### config.mk
export PLATFORM = sky130hd
export DESIGN_NAME = gcr_regbank
export DESIGN_NICKNAME = d
export VERILOG_FILES = /design/src/common/gcr_pkg.sv /design/src/verilog/gcr_counter.sv /design/src/verilog/gcr_regbank.sv
export SDC_FILE = /design/constraint.sdc
export NUM_CORES = 1
export LEC_CHECK = 0
export BUFFER_PORTS_ARGS = -buffer_cell sky130_fd_sc_hd__buf_2
export CORE_ASPECT_RATIO = 0.9
export CORE_MARGIN = 1.5
export CORE_UTILIZATION = 25
export DETAILED_ROUTE_END_ITERATION = 6
export PLACE_DENSITY = 0.39
export REMOVE_ABC_BUFFERS = 1
export SETUP_SLACK_MARGIN = 0.5
export SLEW_MARGIN = 20
export SYNTH_ARGS = -nofsm -noshare
export SYNTH_HDL_FRONTEND = slang
export SYNTH_SLANG_ARGS = --single-unit
### constraint.sdc
create_clock -name core_clk -period 3.4 [get_ports core_clk]
set_input_delay 0.34 -clock core_clk [delete_from_list [all_inputs] [get_ports core_clk]]
set_output_delay 0.34 -clock core_clk [all_outputs]
set_load 0.05 [all_outputs]
### src/common/gcr_pkg.sv
// Operation
// - constant build fixes sizes and tables and drops the register port
// - constant build: reset only by reset input, run only by clock gate
// - master uses 32-bit address and data read/write transfers; we serve
// - every write and read completes with a 2-bit response code
// - control at offset zero: run bit 0, commit bit 1, resets to zero
// - bits 4, 5 and the throughput counters exist only in debug builds
// - writing one to control bit 30 requests a frame-aligned core reset
// - writing one to control bit 31 holds the core in software reset
// - status: frame begun bit 0, frame done bit 1, error summary bit 16
// - error bits 0-3: line short, line long, frame early, frame late
// - interrupt mask bits 16 to 0 pair with status bits, reset zero
// - version word: revision, patch, version revision, minor, major
// - read-only frame counter, reset zero, debug builds only
// - read-only line and pixel counters, reset zero, debug builds only
// - double-buffered dimensions: pixels 12-0, lines 28-16, reset param
// - double-buffered bank-swap register, reset zero, selects lut bank
// - table port write stores bits 15-0 at table address bits 31-16
// - status and error bits stick until a one is written to them
// - interrupt is OR of status bits ANDed with matching mask bits
// - shadow values move to active set at frame end when commit is set
// - frame-aligned reset bit clears itself in the cycle the reset is issued
package gcr_pkg;
	localparam logic [31:0] GCR_OFS_CTRL = 32'h0000_0000;
	localparam logic [31:0] GCR_OFS_STATUS = 32'h0000_0004;
	localparam logic [31:0] GCR_OFS_ERROR = 32'h0000_0008;
	localparam logic [31:0] GCR_OFS_MASK = 32'h0000_000c;
	localparam logic [31:0] GCR_OFS_VERSION = 32'h0000_0010;
	localparam logic [31:0] GCR_OFS_FRAMES = 32'h0000_0014;
	localparam logic [31:0] GCR_OFS_LINES = 32'h0000_0018;
	localparam logic [31:0] GCR_OFS_PIXELS = 32'h0000_001c;
	localparam logic [31:0] GCR_OFS_DIMS = 32'h0000_0020;
	localparam logic [31:0] GCR_OFS_SWAP = 32'h0000_0100;
	localparam logic [31:0] GCR_OFS_LUTWR = 32'h0000_0104;

	localparam int GCR_CTRL_RUN = 0;
	localparam int GCR_CTRL_COMMIT = 1;
	localparam int GCR_CTRL_BYPASS = 4;
	localparam int GCR_CTRL_TPAT = 5;
	localparam int GCR_CTRL_FSR = 30;
	localparam int GCR_CTRL_SWR = 31;

	localparam int GCR_ST_BEGUN = 0;
	localparam int GCR_ST_DONE = 1;
	localparam int GCR_ST_ERR = 16;
	localparam int GCR_ST_W = 17;

	localparam int GCR_ER_LINE_SHORT = 0;
	localparam int GCR_ER_LINE_LONG = 1;
	localparam int GCR_ER_FRAME_EARLY = 2;
	localparam int GCR_ER_FRAME_LATE = 3;
	localparam int GCR_ER_W = 4;

	localparam int GCR_DIM_W = 13;
	localparam int GCR_DIM_PIX_LSB = 0;
	localparam int GCR_DIM_LIN_LSB = 16;
	localparam int GCR_LUT_DAT_LSB = 0;
	localparam int GCR_LUT_ADR_LSB = 16;
	localparam int GCR_LUT_W = 16;

	localparam logic [1:0] GCR_RESP_OKAY = 2'h0;
	localparam logic [31:0] GCR_ZERO = 32'h0000_0000;

	// stream-side events, one cycle each, already qualified by transfer
	typedef struct packed {
		logic xfer;
		logic sof;
		logic eol;
	} gcr_strm_t;

	typedef struct packed {
		logic wr;
		logic [GCR_LUT_W-1:0] addr;
		logic [GCR_LUT_W-1:0] data;
	} gcr_lutwr_t;
endpackage : gcr_pkg

### src/verilog/gcr_counter.sv
`timescale 1ns/100ps
module gcr_counter
	import gcr_pkg::*;
#(
	parameter int W = 32
) (
	input wire logic core_clk,
	input wire logic sys_rst,
	input wire logic clr,
	input wire logic inc,
	output logic [W-1:0] cnt
);
	typedef struct packed {
		logic [W-1:0] cnt;
	} gcr_cnt_st_t;

	gcr_cnt_st_t q, d;

	always_comb begin
		d = q;
		if (sys_rst || clr) begin
			d.cnt = '0;
		end else if (inc) begin
			// wraps silently; software takes differences
			d.cnt = q.cnt + W'(1);
		end
	end

	always_ff @(posedge core_clk) begin
		q <= d;
	end

	assign cnt = q.cnt;
endmodule : gcr_counter

### src/verilog/gcr_regbank.sv
`timescale 1ns/100ps
module gcr_regbank
	import gcr_pkg::*;
#(
	parameter bit HAS_LITE = 1'b1,
	parameter bit HAS_DEBUG = 1'b1,
	parameter logic [31:0] DIM_RESET = 32'h0000_0000,
	// arbitrary value, not tied to any real part
	parameter logic [31:0] VERSION_ID = 32'h0001_0200
) (
	input wire logic core_clk,
	input wire logic sys_rst,
	input wire logic core_clock_gate,
	input wire logic s_axi_lite_awvalid,
	output logic s_axi_lite_awready,
	input wire logic [31:0] s_axi_lite_awaddr,
	input wire logic s_axi_lite_wvalid,
	output logic s_axi_lite_wready,
	input wire logic [31:0] s_axi_lite_wdata,
	output logic [1:0] s_axi_lite_bresp,
	output logic s_axi_lite_bvalid,
	input wire logic s_axi_lite_bready,
	input wire logic s_axi_lite_arvalid,
	output logic s_axi_lite_arready,
	input wire logic [31:0] s_axi_lite_araddr,
	output logic s_axi_lite_rvalid,
	input wire logic s_axi_lite_rready,
	output logic [31:0] s_axi_lite_rdata,
	output logic [1:0] s_axi_lite_rresp,
	input wire gcr_strm_t strm,
	output logic core_run,
	output logic bypass_on,
	output logic pattern_on,
	output logic core_reset,
	output logic [31:0] active_dims,
	output logic [31:0] active_swap,
	output gcr_lutwr_t lut_wr,
	output logic irq
);
	typedef struct packed {
		logic awready;
		logic wready;
		logic bvalid;
		logic arready;
		logic rvalid;
		logic [31:0] rdata;
		logic run;
		logic commit;
		logic bypass;
		logic tpat;
		logic fsr;
		logic swr;
		logic [GCR_ST_W-1:0] sts;
		logic [GCR_ER_W-1:0] err;
		logic [GCR_ST_W-1:0] mask;
		logic [31:0] dim_sh;
		logic [31:0] dim_act;
		logic [31:0] swap_sh;
		logic [31:0] swap_act;
		gcr_lutwr_t lut;
		logic in_frame;
		logic [GCR_DIM_W-1:0] pix_cnt;
		logic [GCR_DIM_W-1:0] line_cnt;
		logic core_rst;
		logic irq;
	} gcr_st_t;

	gcr_st_t q, d;
	logic [31:0] frames, lines, pixels;
	logic live, fr_end, wr_go, rd_go;
	gcr_strm_t ev;
	logic [GCR_DIM_W-1:0] px_n, ln_n, dim_px, dim_ln;
	logic [GCR_ST_W-1:0] st_set, st_clr;
	logic [GCR_ER_W-1:0] er_set, er_clr;
	logic [31:0] ctrl_rd;

	// counters exist only in debug builds; otherwise they read zero
	gcr_counter #(.W(32)) u_frames (
		.core_clk(core_clk),
		.sys_rst(sys_rst),
		.clr(q.core_rst),
		.inc(HAS_DEBUG && fr_end && core_clock_gate),
		.cnt(frames)
	);
	gcr_counter #(.W(32)) u_lines (
		.core_clk(core_clk),
		.sys_rst(sys_rst),
		.clr(q.core_rst),
		.inc(HAS_DEBUG && ev.eol && core_clock_gate),
		.cnt(lines)
	);
	gcr_counter #(.W(32)) u_pixels (
		.core_clk(core_clk),
		.sys_rst(sys_rst),
		.clr(q.core_rst),
		.inc(HAS_DEBUG && ev.xfer && core_clock_gate),
		.cnt(pixels)
	);

	always_comb begin
		ctrl_rd = GCR_ZERO;
		ctrl_rd[GCR_CTRL_RUN] = q.run;
		ctrl_rd[GCR_CTRL_COMMIT] = q.commit;
		ctrl_rd[GCR_CTRL_BYPASS] = q.bypass;
		ctrl_rd[GCR_CTRL_TPAT] = q.tpat;
		ctrl_rd[GCR_CTRL_FSR] = q.fsr;
		ctrl_rd[GCR_CTRL_SWR] = q.swr;
	end

	always_comb begin
		d = q;
		st_set = '0;
		st_clr = '0;
		er_set = '0;
		er_clr = '0;
		fr_end = 1'b0;
		dim_px = q.dim_act[GCR_DIM_PIX_LSB +: GCR_DIM_W];
		dim_ln = q.dim_act[GCR_DIM_LIN_LSB +: GCR_DIM_W];
		px_n = q.pix_cnt + GCR_DIM_W'(1);
		ln_n = q.line_cnt + GCR_DIM_W'(1);
		// stream activity is ignored while halted or held in reset
		live = q.run && !q.core_rst;
		ev = live ? strm : '0;
		wr_go = q.awready && q.wready;
		rd_go = q.arready;
		d.lut.wr = 1'b0;

		if (HAS_LITE) begin
			// one write and one read at a time; write ready pulses once both halves wait
			d.awready = s_axi_lite_awvalid && s_axi_lite_wvalid &&
				!q.awready && !q.bvalid;
			d.wready = d.awready;
			d.arready = s_axi_lite_arvalid && !q.arready && !q.rvalid;
			if (q.bvalid && s_axi_lite_bready) begin
				d.bvalid = 1'b0;
			end
			if (q.rvalid && s_axi_lite_rready) begin
				d.rvalid = 1'b0;
			end
			if (wr_go) begin
				d.bvalid = 1'b1;
				case (s_axi_lite_awaddr)
				GCR_OFS_CTRL: begin
					d.run = s_axi_lite_wdata[GCR_CTRL_RUN];
					d.commit = s_axi_lite_wdata[GCR_CTRL_COMMIT];
					d.bypass = HAS_DEBUG && s_axi_lite_wdata[GCR_CTRL_BYPASS];
					d.tpat = HAS_DEBUG && s_axi_lite_wdata[GCR_CTRL_TPAT];
					d.fsr = s_axi_lite_wdata[GCR_CTRL_FSR];
					d.swr = s_axi_lite_wdata[GCR_CTRL_SWR];
				end
				GCR_OFS_STATUS: st_clr = s_axi_lite_wdata[GCR_ST_W-1:0];
				GCR_OFS_ERROR: er_clr = s_axi_lite_wdata[GCR_ER_W-1:0];
				GCR_OFS_MASK: d.mask = s_axi_lite_wdata[GCR_ST_W-1:0];
				GCR_OFS_DIMS: d.dim_sh = s_axi_lite_wdata;
				GCR_OFS_SWAP: d.swap_sh = s_axi_lite_wdata;
				GCR_OFS_LUTWR: begin
					d.lut.wr = 1'b1;
					d.lut.addr = s_axi_lite_wdata[GCR_LUT_ADR_LSB +: GCR_LUT_W];
					d.lut.data = s_axi_lite_wdata[GCR_LUT_DAT_LSB +: GCR_LUT_W];
				end
				default: ;
				endcase
			end
			if (rd_go) begin
				d.rvalid = 1'b1;
				case (s_axi_lite_araddr)
				GCR_OFS_CTRL: d.rdata = ctrl_rd;
				GCR_OFS_STATUS: d.rdata = 32'(q.sts);
				GCR_OFS_ERROR: d.rdata = 32'(q.err);
				GCR_OFS_MASK: d.rdata = 32'(q.mask);
				GCR_OFS_VERSION: d.rdata = VERSION_ID;
				GCR_OFS_FRAMES: d.rdata = frames;
				GCR_OFS_LINES: d.rdata = lines;
				GCR_OFS_PIXELS: d.rdata = pixels;
				GCR_OFS_DIMS: d.rdata = q.dim_sh;
				GCR_OFS_SWAP: d.rdata = q.swap_sh;
				GCR_OFS_LUTWR: d.rdata = {q.lut.addr, q.lut.data};
				default: d.rdata = GCR_ZERO;
				endcase
			end
		end else begin
			// constant build: no bus answers, sizes fixed, always running
			d.run = 1'b1;
			d.dim_sh = DIM_RESET;
			d.dim_act = DIM_RESET;
		end

		// frame tracking and size checks against the active dimensions
		if (ev.xfer) begin
			if (ev.sof) begin
				st_set[GCR_ST_BEGUN] = 1'b1;
				if (q.in_frame && q.line_cnt < dim_ln) begin
					er_set[GCR_ER_FRAME_EARLY] = 1'b1;
				end
				d.in_frame = 1'b1;
				d.line_cnt = '0;
				// the sof pixel is the first pixel of its line
				d.pix_cnt = GCR_DIM_W'(1);
			end else if (q.in_frame && q.line_cnt >= dim_ln) begin
				er_set[GCR_ER_FRAME_LATE] = 1'b1;
			end
			if (ev.eol) begin
				if ((ev.sof ? GCR_DIM_W'(1) : px_n) < dim_px) begin
					er_set[GCR_ER_LINE_SHORT] = 1'b1;
				end
				if ((ev.sof ? GCR_DIM_W'(1) : px_n) > dim_px) begin
					er_set[GCR_ER_LINE_LONG] = 1'b1;
				end
				d.pix_cnt = '0;
				d.line_cnt = ev.sof ? GCR_DIM_W'(1) : ln_n;
				if ((ev.sof ? GCR_DIM_W'(1) : ln_n) == dim_ln) begin
					fr_end = 1'b1;
					d.in_frame = 1'b0;
					st_set[GCR_ST_DONE] = 1'b1;
				end
			end else if (!ev.sof) begin
				d.pix_cnt = px_n;
			end
		end
		st_set[GCR_ST_ERR] = |er_set;

		// set wins over a clear in the same cycle
		d.sts = (q.sts & ~st_clr) | st_set;
		d.err = (q.err & ~er_clr) | er_set;

		// commit only at a frame boundary to avoid tearing
		if (fr_end && q.commit) begin
			d.dim_act = q.dim_sh;
			d.swap_act = q.swap_sh;
		end

		// frame-aligned reset fires at frame end, or at once between frames
		d.core_rst = q.swr;
		if (q.fsr && (!q.in_frame || fr_end)) begin
			d.core_rst = 1'b1;
			d.fsr = 1'b0;
		end
		if (q.core_rst) begin
			d.in_frame = 1'b0;
			d.pix_cnt = '0;
			d.line_cnt = '0;
		end

		d.irq = |(q.sts & q.mask);

		// halted cycles keep all state; reset overrides the halt
		if (!core_clock_gate) begin
			d = q;
		end
		if (sys_rst) begin
			d = '0;
			d.dim_sh = DIM_RESET;
			d.dim_act = DIM_RESET;
			d.run = !HAS_LITE;
		end
	end

	always_ff @(posedge core_clk) begin
		q <= d;
	end

	assign s_axi_lite_awready = q.awready;
	assign s_axi_lite_wready = q.wready;
	assign s_axi_lite_bvalid = q.bvalid;
	assign s_axi_lite_bresp = GCR_RESP_OKAY;
	assign s_axi_lite_arready = q.arready;
	assign s_axi_lite_rvalid = q.rvalid;
	assign s_axi_lite_rdata = q.rdata;
	assign s_axi_lite_rresp = GCR_RESP_OKAY;
	assign core_run = q.run;
	assign bypass_on = q.bypass;
	assign pattern_on = q.tpat;
	assign core_reset = q.core_rst;
	assign active_dims = q.dim_act;
	assign active_swap = q.swap_act;
	assign lut_wr = q.lut;
	assign irq = q.irq;
endmodule : gcr_regbank

---- After elaboration in Yosys (flattened, before gate mapping) ----
Cells that the tools add are included.
storage, ports and cells
  register bits after elaboration ......... 366
  latch bits .............................. 0
  memory bits (writable) .................. 0
  memory bits (read-only) ................. 0
  bits of input ports ..................... 107
  output and inout bits ................... 143
  logic and storage cells ................. 146
  memories kept ........................... 0
operators by class
  add/subtract/negate cells ............... 5
  multipliers ............................. 0
  divide/modulo/power cells ............... 0
  order comparisons ....................... 4
  equal/unequal tests ..................... 17
  shifts and indexed selects .............. 0
  muxes and demuxes ....................... 39
  bitwise gates (word level) .............. 7
  reductions and logical operators ........ 45
operators with widths
  kind                                                              count
  32-bit case mux with 11 select lines                              1
  32-bit by 4-bit == test with 1-bit output, second input constant  4
  32-bit by 5-bit == test with 1-bit output, second input constant  4
  32-bit by 9-bit == test with 1-bit output, second input constant  4
  33-bit 2-to-1 mux                                                 3
  32-bit by 1-bit adder with 32-bit output, second input constant   3
  27-bit 2-to-1 mux                                                 3
  13-bit 2-to-1 mux                                                 5
  32-bit by 3-bit == test with 1-bit output, second input constant  2
  32-bit by 6-bit == test with 1-bit output, second input constant  2
  32-bit zero test                                                  2
  17-bit AND                                                        2
  17-bit 2-to-1 mux                                                 2
  13-bit by 1-bit adder with 13-bit output, second input constant   2
  13-bit less-than comparator                                       2
  3-bit AND reduction                                               7
  1-bit 2-to-1 mux                                                  17
  17-bit inverter                                                   1
  17-bit bitwise OR                                                 1
  17-bit OR reduction                                               1
  1-bit logical AND                                                 15
  13-bit == test                                                    1
  13-bit >= comparator                                              1
  13-bit > comparator                                               1
  other kinds (12)                                                  31

---- Logic depth before layout (Yosys ltp) ----
Gate-level depths: netlist (run 1).
  depth after elaboration ................. 12
  depth in mapped cells ................... 14
  depth with buffers taken out ............ 13

---- Hierarchy ----
Synthesis (run 1) repeated with hierarchy kept, for this count alone.
unflattened totals
  cells, all modules ...................... 2213
  area, all modules ....................... 19227.2 sq um
modules (own cells, without submodules)
  module       times used  cells each  area each (sq um)  sequential area each (sq um)
  gcr_regbank  1           1679        14527.7            5405.2
  gcr_counter  3           178         1566.5             640.6

---- Worst setup path after synthesis (run 1) ----
Ideal clock, no wire load.
  path kind ............................... flip-flop to flip-flop
  from .................................... register q (netlist bit core_run)
  to ...................................... register q[227] in the netlist's numbering
  library setup time ...................... 0.081 ns
  data arrival time ....................... 3.019 ns
  data required time ...................... 3.319 ns
  slack ................................... 0.300 ns
  stages on the path, launching flop included .. 14
  path buffers ............................ 3
  period minus slack after synthesis ...... 3.100 ns
  cells stage by stage .................... dfxtp_1 buf_2 nand3b_1 buf_2 clkbuf_1 and2_1 ha_1 nor2b_1 o21a_1 o21a_1 o211ai_1 a31oi_1 a211o_1 a41oi_1
between the ends
  cells in the longest elaborated chain, start to end .. 9
  elaborated cells on any way between the ends .. 13
  classes of those cells .................. order compare (2); mux (8); bitwise (1); reduce/logical (2)
RTL lines
  what                                                                line                                    RTL
  from (decl)                                                         gcr_regbank.sv:68                       gcr_st_t q, d;
  from (signal assigned)                                              gcr_regbank.sv:259                      q <= d;
  1-bit logical AND *                                                 gcr_regbank.sv:122                      live = q.run && !q.core_rst;
  3-bit 2-to-1 mux *                                                  gcr_regbank.sv:123                      ev = live ? strm : '0;
  13-bit 2-to-1 mux                                                   gcr_regbank.sv:203, gcr_regbank.sv:206
  13-bit less-than comparator or 13-bit > comparator (tied branches)  gcr_regbank.sv:203, gcr_regbank.sv:206
  1-bit 2-to-1 mux, on equally long branches                          gcr_regbank.sv:203, gcr_regbank.sv:206
  2-bit 2-to-1 mux                                                    gcr_regbank.sv:202                      if (ev.eol) begin
  4-bit 2-to-1 mux *                                                  gcr_regbank.sv:189                      if (ev.xfer) begin
  4-bit OR reduction *                                                gcr_regbank.sv:220                      st_set[GCR_ST_ERR] = |er_set;
  17-bit bitwise OR *                                                 gcr_regbank.sv:223                      d.sts = (q.sts & ~st_clr) | st_set;
Every way passes the cells marked *; elsewhere a longest branch is shown, timed or not.
A chain may end at the register's enable or synchronous reset.

---- Worst setup path after layout (run 1) ----
  from .................................... register q[21] in the netlist's numbering
  to ...................................... register q[227] in the netlist's numbering
between the ends
  cells in the longest elaborated chain, start to end .. 8
  elaborated cells on any way between the ends .. 10
  classes of those cells .................. add/sub (1); order compare (2); mux (5); bitwise (1); reduce/logical (1)
RTL lines
  what                                                                line                                    RTL
  13-bit by 1-bit adder with 13-bit output *                          gcr_regbank.sv:119                      px_n = q.pix_cnt + GCR_DIM_W'(1);
  13-bit 2-to-1 mux *                                                 gcr_regbank.sv:203, gcr_regbank.sv:206
  13-bit less-than comparator or 13-bit > comparator (tied branches)  gcr_regbank.sv:203, gcr_regbank.sv:206
  1-bit 2-to-1 mux, on equally long branches                          gcr_regbank.sv:203, gcr_regbank.sv:206
  2-bit 2-to-1 mux *                                                  gcr_regbank.sv:202
  4-bit 2-to-1 mux *                                                  gcr_regbank.sv:189
  4-bit OR reduction *                                                gcr_regbank.sv:220
  17-bit bitwise OR *                                                 gcr_regbank.sv:223
Marked as above.

==> out/results.tsv, run 1 <==
stage	metric	value	unit
detailed_routing	ant_nets	0	
pwr	p_leak	8.55	nW
place	gp_congestion	0.857	
global_routing	grt_pass1_vias	16200	
pwr	peakVddDrop	0.359	mV
sta	hold_ws	0.0342	ns
die	row_count	96	
synth	synth_compound_area_frac	0.170	
global_routing	antenna_found_initial	3	
layout	area_delta_synth_final	17.6	%
layout	most-common-layout-cells	dfxtp_1 (352), nand2_1 (262), buf_2 (244), nor2_1 (187), a21oi_1 (123)	
synth	synthMuxAreaShare	0.0603	
place	place_ws	0.306	ns
sta	finalClockSkew	0.0163	ns
clock_network	numCtsBuffers	44	
die	die_h	266	µm
detailed_routing	vias_per_cell	4.92	
worst_hold_path	hp-class	in -> reg	
detailed_routing	firstDrtPassIters	7	
setup_path	r2r_cells	13	
worst_hold_path	hold_depth	3	
sta	layout_setup_ws	0.620	ns
synth	synth-simple-area-share	0.238	
place	post-dp-hpwl	49400	µm
setup_path	cp_slowest_cell	dfxtp_1	
synth	yosys_most_used_dff	dfxtp_1	
layout	mostFrequentLayoutCell	dfxtp_1	
synth	synth_area_per_cell	8.62	µm²
synth	synthAdderAreaFrac	0.0202	
layout	fin_area	0.0226	mm²
pwr	p_sw	2.22	mW
die	fp.dieW	295	µm
synth	syn-cell-area	0.0192	mm²
sta	worst_pin_slew	0.771	ns
sta	fmax	360	MHz
job	drv_cap	0	
run_status	status	complete, no violations	
setup_path	crit_family	compound AO/OA/AOI/OAI gates	
setup_path	critPathBufInv	0	
clock_network	clk_latency	0.58	ns
detailed_routing	vias	16800	
setup_path	crit_type	reg -> reg	
global_routing	grt_pass1_wl	105000	µm
detailed_routing	wl_per_cell	21.0	µm
synth	synth_xor_xnor_area_share	0.0330	
detailed_routing	drc	0	
clock_network	cts-root-buf	clkbuf_16	
pwr	swShare	0.231	
setup_path	endpoint_kind	register	
die	coreArea	0.0762	mm²
synth	async_flop_share	0	
clock_network	path_clk_slew	0.06	ns
setup_path	worst-path-stages	13	
setup_path	start_kind	register	
pwr	powerDensity	424	mW/mm²
synth	synth-edff-count	0	
sta	period_share	0.818	
synth	syn-instance-count	2232	
global_routing	grt_max_degree	116	
clock_network	cts_tree	built	
layout	finalNetCount	2479	
sta	slew_violations	0	
synth	ys_seq_area_frac	0.381	
setup_path	cp.arrival	3.28	ns
pwr	internal-power	7.37	mW
setup_path	slowest_delay	0.39	ns
detailed_routing	drt_iter0_drc	1110	
setup_path	crit_path_cell_trace	and4_4 > nand4_1 > nor3_2 > xnor2_1 > nor2_1 > ha_1 > a21o_1 > a21oi_1 > nand2_1 > o21ai_1 > a31oi_1 > a211o_1 > a41oi_1	
die	io_pins	250	
sta	finalHoldViolations	0	
die	start_util	0.253	
synth	yosys_warnings	0	
sta	period_needed	2.78	ns
place	portBuffers	245	
clock_network	h-tree-depth	2	
sta	slew_headroom	0.484	
synth	ys_ff_latch	366	
layout	drive_above_1_share	0.209	
clock_network	cts_max_path_buffers	3	
sta	setup_viol	0	
clock_network	cts_num_sinks	366	
synth	synthDistinctLibCells	81	
pwr	power.share.combinational	0.035	
pwr	seqPwrFrac	0.448	
sta	grt_setup_unrepaired	true	
setup_path	crit_required	3.90	ns
global_routing	gr-total-overflow	0	
global_routing	track_usage	0.176	
pwr	p_clk_frac	0.517	
setup_path	worstPathMaxFanout	4	
detailed_routing	drt-total-wl	71400	µm
die	die-area	0.0786	mm²
synth	synth_top_family_by_area	simple AND/OR/NAND/NOR gates	
place	placed_cell_area	0.0207	mm²
flip-flops by register name, indices dropped and copies added, names as in the netlist, 3 cells and up:
name	flops
active_dims	32
active_swap	32
ctrl_rd	3
lut_wr	33
q	129
s_axi_lite_rdata	32
u_frames.cnt	32
u_lines.cnt	32
u_pixels.cnt	32
area by class of cell:
class	instances	area (µm²)
diodes	2	5.00
clock buffers	65	1310
clock inverters	14	185
fillers	8201	53500
inverters	38	143
multi-input cells	1551	10200
flip-flops and latches	366	7350
well taps	1029	1290
repair buffers	340	2100
stage by stage:
| stage | util | total power, mW | cells | setup TNS, ns |
|---|---|---|---|---|
| final | 0.297 | 9.59 | 3405 | 0 |
| after global routing | 0.297 | 9.94 | 3404 | 0 |
| after CTS | 0.293 | 9.76 | 3384 | 0 |
| after detailed placement | 0.272 | 4.73 | 3294 | 0 |
| after global placement | 0.272 | 4.72 | 3294 | 0 |
| after floorplan | - | 4.49 | 1954 | -204.62 |
what timing repair did:
item	in CTS	in global routing
endpoints found under the hold margin	9	0
setup endpoints to repair	98	106
hold buffers	9	0
pin swaps	1	6
resized for setup	8	36
cloned	0	3
setup buffers	2	16
synthesized netlist by cell type (all sizes together) (3+ instances only):
library cell    n  share of area
o2111ai         3         0.0014
o21a            4         0.0016
buf           178          0.070
inv            38         0.0074
nand2b         99          0.032
a41o            8         0.0042
a22oi          90          0.035
a222oi         11         0.0057
and2            5         0.0016
ha             31          0.020
nand2         263          0.051
or4             4         0.0016
a31oi          15         0.0049
a221oi         27          0.012
xnor2          27          0.012
nor3b           3         0.0012
clkbuf        103          0.020
a22o           30          0.014
and3           35          0.012
o21ai          47          0.012
a21oi         126          0.033
and4           12         0.0055
xor2           43          0.020
dfxtp         366           0.38
nor2          192          0.038
nand3b          9         0.0035
nor4           33          0.016
a21o            8         0.0031
a21bo           4         0.0021
and4b           3         0.0016
nor2b          29         0.0094
nor3           26         0.0070
a211oi          4         0.0022
nand4          79          0.027
o31a            3         0.0014
o31ai          27          0.025
nand3          62          0.016
mux2i         116          0.060
a211o           4         0.0018
o211ai          7         0.0030
or3            32          0.010
power by group through the flow:
| stage | combinational (mW) | sequential [mW] | clock, mW |
|---|---|---|---|
| detailed placement | 0.335 | 4.39 | 0 |
| global placement | 0.333 | 4.39 | 0 |
| CTS | 0.344 | 4.29 | 5.12 |
| global route | 0.367 | 4.29 | 5.28 |
| finish | 0.339 | 4.29 | 4.96 |
| floorplan | 0.0885 | 4.40 | 0 |
per-layer routing:
layer / vias to the layer above / GRT usage / share of wire
met5: - / 0 / 0
met3: 71 / 0.0228 / 0.044
met4: 0 / 0.0402 / 0.018
met2: 455 / 0.290 / 0.46
met1: 8163 / 0.242 / 0.48
li1: 8064 / - / -
logic make-up after synthesis:
family | Yosys count
AOI/OAI and AO/OA | 433
xor gates and xnor gates | 71
adders and majority gates | 31
buffers and inverters | 319
DFF | 366
muxes | 116
other | 1
and+or+nand+nor | 895
worst paths after layout:
kind | start | to | slack (ns)
worst max-delay path | q[21] | q[227] | 0.62
worst max register to register | q[21] | q[227] | 0.62
worst min-delay path | s_axi_lite_wvalid | s_axi_lite_wready | 0.03
worst min register to register | s_axi_lite_rdata[24] | s_axi_lite_rdata[24] | 0.45
worst register-to-register path, stage by stage (launching register included):
cell and delay [ns]:
dfxtp_1 0.39, and4_4 0.26, nand4_1 0.17, nor3_2 0.21
xnor2_1 0.14, nor2_1 0.08, ha_1 0.32, a21o_1 0.17
a21oi_1 0.17, nand2_1 0.10, o21ai_1 0.15, a31oi_1 0.08
a211o_1 0.28, a41oi_1 0.19
Note: power is estimated with default switching activity, not from simulation.
==> run 2: changes to the inputs <==
==> constraint.sdc (replaced) <==
create_clock -name core_clk -period 2.8 [get_ports core_clk]
set_input_delay 0.28 -clock core_clk [delete_from_list [all_inputs] [get_ports core_clk]]
set_output_delay 0.28 -clock core_clk [all_outputs]
set_load 0.05 [all_outputs]
==> out/results.tsv, run 2 (synthesis results as in run 1) <==
stage	metric	value	unit	change
run_status	status	complete, no violations		
sta	worst_pin_slew	0.670	ns	-0.101 ns
setup_path	endpoint_kind	register		
detailed_routing	drt-total-wl	75100	µm	+5.2%
pwr	powerDensity	463	mW/mm²	+9.2%
detailed_routing	vias_per_cell	4.94		+0.49%
setup_path	slowest_delay	0.36	ns	-0.03 ns
global_routing	grt_pass1_wl	112000	µm	+5.8%
setup_path	crit_required	3.29	ns	-0.61 ns
setup_path	crit_path_cell_trace	ha_4 > buf_6 > and3_4 > xnor3_1 > and4_1 > a221o_1 > o2111a_2 > and3_4 > buf_12 > buf_6 > buf_16 > o31ai_4		
place	placed_cell_area	0.0213	mm²	+2.9%
clock_network	clk_latency	0.58	ns	about the same
layout	final_cells	3553		+4.3%
layout	area_delta_synth_final	30.9	%	
layout	regMostFlops	q		
layout	n_antenna_cell	0		-2
sta	slew_headroom	0.553		+0.0692
pwr	p_leak	9.64	nW	+13%
layout	mostFrequentLayoutCell	dfxtp_1		
sta	grt_setup_unrepaired	true		
global_routing	grt_max_degree	119		+2.6%
sta	period_needed	2.65	ns	-0.134 ns
detailed_routing	firstDrtPassIters	6		-1
layout	largest_reg_flops	129		unchanged
sta	setup_viol	0		unchanged
die	die_h	266	µm	unchanged
sta	finalClockSkew	0.0192	ns	+0.00291 ns
die	row_count	96		unchanged
global_routing	antenna_found_initial	2		-1
die	fp.dieW	295	µm	unchanged
layout	finalNetCount	2632		+6.2%
clock_network	cts_max_path_buffers	3		unchanged
pwr	p_total	11.7	mW	+22%
clock_network	path_clk_slew	0.06	ns	about the same
die	start_util	0.253		unchanged
global_routing	track_usage	0.187		+0.0115
layout	nFillCells	8019		-2.2%
worst_hold_path	hp-class	in -> reg		
die	coreArea	0.0762	mm²	unchanged
job	drv_cap	0		unchanged
clock_network	cts_num_sinks	366		unchanged
sta	fmax	378	MHz	+5.1%
sta	slew_violations	0		unchanged
detailed_routing	drt_iter0_drc	1048		-5.6%
detailed_routing	wl_per_cell	21.1	µm	+0.86%
die	die-area	0.0786	mm²	unchanged
sta	hold_ws	0.0446	ns	+0.0104 ns
clock_network	numCtsBuffers	45		+2.3%
clock_network	h-tree-depth	2		unchanged
pwr	peakVddDrop	0.387	mV	+8.0%
clock_network	cts-root-buf	clkbuf_16		
detailed_routing	vias	17600		+4.9%
layout	most-common-layout-cells	dfxtp_1 (343), nand2_1 (260), buf_2 (245), nor2_1 (184), buf_4 (132)		
setup_path	cp.arrival	3.14	ns	-0.14 ns
layout	fin_area	0.0252	mm²	+11%
place	portBuffers	245		unchanged
sta	period_share	0.945		+0.127
layout	drive_above_1_share	0.277		+0.0676
sta	finalHoldViolations	0		unchanged
detailed_routing	ant_nets	0		unchanged
place	dp.cells	3352		+1.8%
setup_path	crit_type	reg -> reg		
die	io_pins	250		unchanged
clock_network	cts_tree	built		
setup_path	cp_slowest_cell	dfxtp_4		
place	gp_congestion	0.828		-3.3%
global_routing	grt_pass1_vias	17200		+6.0%
place	post-dp-hpwl	50300	µm	+1.8%
setup_path	worstPathMaxFanout	8		+4
layout	final_util	0.331		+0.0337
global_routing	gr-total-overflow	0		unchanged
detailed_routing	drc	0		unchanged
setup_path	start_kind	register		
run 2: path summary, 6_finish.rpt:
check        slack (ns)            startpoint                   end  cells past startpoint
max                0.15                  q[3]       active_dims[11]                     12
min                0.04  s_axi_lite_wdata[16]            lut_wr[16]                      3
max reg2reg        0.15                  q[3]       active_dims[11]                     12
min reg2reg        0.45  s_axi_lite_rdata[25]  s_axi_lite_rdata[25]                      2
run 2: cell type report:
cell class	instances	area, µm²	area share
clock buffer	60	1270	0.0506
clock inverter	17	218	0.00864
inverter	38	143	0.00566
multi-input combinational	1551	10800	0.430
sequential	366	7380	0.293
tap	1029	1290	0.0511
timing repair buffer	492	4050	0.161
run 2: worst max-delay path: cells and delay by family, from the launching register on:
kind | cells | cell delay [ns]
buffers and inverters | 4 | 0.53
DFF | 1 | 0.36
and+or+nand+nor | 3 | 0.56
adders and majority gates | 1 | 0.17
AOI/OAI and AO/OA | 3 | 0.74
xor gates and xnor gates | 1 | 0.20
run 2: per-layer routing:
layer | share of wire | vias up | global-route usage | wire length (µm)
met5 | 0.0012 | - | 0.00876 | 92
met4 | 0.027 | 2 | 0.0556 | 2060
met3 | 0.053 | 104 | 0.0304 | 4000
met2 | 0.46 | 489 | 0.302 | 34300
met1 | 0.46 | 8580 | 0.254 | 34700
li1 | - | 8392 | - | -
run 2: repair_timing:
item                                   in CTS  in global routing
setup buffers                              44                 27
gates resized for setup                   155                 75
pin swaps                                  38                 41
hold buffers                               33                  0
cloned                                     19                  1
setup endpoints to repair                 140                147
endpoints found under the hold margin      86                  0
run 2: metrics by stage:
stage	setup TNS (ns)	setup WS (ns)
after floorplan	-329.44	-2.79
after global placement	-0.228	-0.0718
after detailed placement	-0.296	-0.0437
after CTS	0	0.186
after global routing	0	0.0305
final	0	0.154
run 2: where the power goes:
group          switching [mW]  internal, mW
sequential            0.00566          5.20
combinational           0.289         0.162
clock                    2.44          3.56
==> run 3: changes to the inputs <==
--- a/config.mk
+++ b/config.mk
@@ -6,10 +6,12 @@
 export NUM_CORES = 1
 export LEC_CHECK = 0
 export BUFFER_PORTS_ARGS = -buffer_cell sky130_fd_sc_hd__buf_2
-export CORE_ASPECT_RATIO = 0.9
+export CORE_ASPECT_RATIO = 1.25
 export CORE_MARGIN = 1.5
 export CORE_UTILIZATION = 25
+export CTS_BUF_LIST = sky130_fd_sc_hd__clkbuf_16
 export DETAILED_ROUTE_END_ITERATION = 6
+export HOLD_SLACK_MARGIN = 0.03
 export PLACE_DENSITY = 0.39
 export REMOVE_ABC_BUFFERS = 1
 export SETUP_SLACK_MARGIN = 0.5
==> out/results.tsv, run 3 (synthesis results as in run 1) <==
stage	metric	value	unit	change
run_status	status	complete, no violations		
clock_network	cts_max_path_buffers	3		unchanged
die	row_count	113		+18%
detailed_routing	drc	0		unchanged
die	io_pins	250		unchanged
layout	mostFrequentLayoutCell	dfxtp_1		
layout	nFillCells	8011		-0.10%
setup_path	crit_path_cell_trace	ha_4 > buf_6 > inv_2 > or3_4 > a32o_2 > nor4_4 > and3_4 > buf_4 > buf_16 > mux2i_1		
global_routing	antenna_found_initial	0		-2
layout	most-common-layout-cells	dfxtp_1 (338), nand2_1 (260), buf_2 (244), nor2_1 (183), buf_4 (127)		
setup_path	cp_slowest_cell	or3_4		
sta	period_share	0.958		+0.0125
detailed_routing	top_layer	met4		
setup_path	slowest_delay	0.38	ns	+0.02 ns
setup_path	start_kind	register		
job	drv_cap	0		unchanged
detailed_routing	firstDrtPassIters	5		-1
setup_path	crit_type	reg -> reg		
clock_network	clk_latency	0.61	ns	+0.03 ns
global_routing	grt_pass1_wl	109000	µm	-2.2%
pwr	seqPwrFrac	0.456		+0.009
sta	grt_setup_unrepaired	true		
setup_path	worstPathMaxFanout	13		+5
sta	setup_tns	0	ns	unchanged
sta	period_needed	2.68	ns	+0.0350 ns
global_routing	track_usage	0.181		-0.00604
pwr	power.share.combinational	0.039		about the same
place	post-dp-hpwl	51400	µm	+2.2%
place	dp.cells	3298		-1.6%
pwr	peakVddDrop	0.427	mV	+10%
worst_hold_path	hp-class	in -> reg		
pwr	powerDensity	466	mW/mm²	+0.58%
global_routing	grt_max_degree	143		+20%
place	portBuffers	245		unchanged
detailed_routing	wl_per_cell	21.4	µm	+1.2%
die	die-area	0.0786	mm²	about the same
layout	finalNetCount	2604		-1.1%
setup_path	endpoint_kind	register		
layout	regMostFlops	q		
layout	fin_area	0.0245	mm²	-2.6%
setup_path	r2r_slack	0.12	ns	-0.04 ns
detailed_routing	vias_per_cell	4.96		+0.34%
sta	slew_violations	0		unchanged
clock_network	numCtsBuffers	44		-2.2%
pwr	p_sw	2.80	mW	+2.5%
die	die_h	313	µm	+18%
layout	largest_reg_flops	129		unchanged
detailed_routing	wl_met2	38000	µm	+11%
die	coreArea	0.0761	mm²	-0.11%
sta	fmax	373	MHz	-1.3%
clock_network	cts_num_sinks	366		unchanged
layout	area_delta_synth_final	27.5	%	
die	fp.dieW	251	µm	-15%
sta	finalHoldViolations	0		unchanged
detailed_routing	ant_nets	0		unchanged
detailed_routing	vias	17200		-1.9%
global_routing	grt_pass1_vias	17100		-0.52%
sta	finalClockSkew	0.0304	ns	+0.0112 ns
pwr	p_clk_frac	0.504		-0.011
clock_network	path_clk_slew	0.06	ns	about the same
sta	worst_pin_slew	0.799	ns	+0.128 ns
layout	drive_above_1_share	0.266		-0.0107
clock_network	h-tree-depth	2		unchanged
setup_path	crit_required	3.34	ns	+0.05 ns
die	start_util	0.253		+0.000291
detailed_routing	drt-total-wl	74400	µm	-0.98%
layout	n_antenna_cell	0		unchanged
clock_network	cts-root-buf	clkbuf_16		
pwr	swShare	0.245		+0.0108
sta	setup_viol	0		unchanged
place	gp_congestion	0.819		-1.2%
pwr	p_leak	9.43	nW	-2.2%
place	placed_cell_area	0.0212	mm²	-0.49%
layout	final_cells	3475		-2.2%
setup_path	cp.arrival	3.22	ns	+0.08 ns
detailed_routing	drt_iter0_drc	913		-13%
pwr	internal-power	8.61	mW	-3.5%
clock_network	cts_tree	built		
sta	slew_headroom	0.468		-0.0856
global_routing	gr-total-overflow	0		unchanged
detailed_routing	wl_met1	32000	µm	-7.8%
detailed_routing	wl_met3	2590	µm	-35%
run 3: changes by cell type in the layout (fill, tap and decap cells not counted), sizes merged:
| cell | delta |
|---|---|
| inv | +12 |
| clkinv | +5 |
| nand4 | +1 |
| clkbuf | -12 |
| buf | -32 |
run 3: worst max-delay path: cells and delay by family (launching register included):
kind	cells	cell delay, ns
adder cells (fa/ha/maj)	1	0.17
buffers and inverters	4	0.47
multiplexers	1	0.21
flip-flops	1	0.36
AO/OA/AOI/OAI	1	0.33
AND/OR/NAND/NOR	3	1.03
run 3: path summary, 6_finish.rpt:
path,start,endpoint,cells past startpoint
worst max-delay path,q[3],active_swap[13],10
worst min register to register,s_axi_lite_rdata[24],s_axi_lite_rdata[24],2
worst min-delay path,sys_rst,q[107],2
worst max register to register,q[3],active_swap[13],10
run 3: area by class of cell:
cell class                 count  area [µm²]  share of cell area
inverter                      38         143             0.00582
clock buffer                  44        1100              0.0449
sequential                   366        7380               0.301
timing repair buffer         464        3600               0.147
clock inverter                34         304              0.0124
tap                          977        1220              0.0498
multi-input combinational   1552       10800               0.439
run 3: per-stage QoR:
stage / setup slack [ns] / hold slack [ns] / total power [mW] / utilization
final: 0.119 / 0.0430 / 11.4 / 0.322
after global routing: 0.0206 / 0.0360 / 11.8 / 0.322
after CTS: 0.244 / 0.0315 / 11.6 / 0.314
after detailed placement: 0.000634 / 0.442 / 5.75 / 0.278
after global placement: -0.0474 / 0.435 / 5.74 / 0.278
after floorplan: -2.79 / 0.349 / 5.46 / -
run 3: power groups by stage:
| stage | logic (mW) | clock network (mW) | registers, mW |
|---|---|---|---|
| floorplan | 0.107 | 0 | 5.35 |
| global placement | 0.410 | 0 | 5.33 |
| detailed placement | 0.415 | 0 | 5.33 |
| CTS | 0.453 | 5.95 | 5.21 |
| global route | 0.483 | 6.15 | 5.21 |
| finish | 0.448 | 5.76 | 5.21 |
run 3: what timing repair did:
action	CTS	global route
pin swaps	38	35
endpoints found under the hold margin	109	0
hold buffers	33	0
setup endpoints to repair	137	133
gates cloned	9	7
setup buffers	36	14
gates resized for setup	123	75
run 3: metal layers:
layer,up-vias,GRT usage
met2,394,0.330
met3,104,0.0223
met5,-,0
li1,8324,-
met1,8418,0.222
met4,0,0.0523
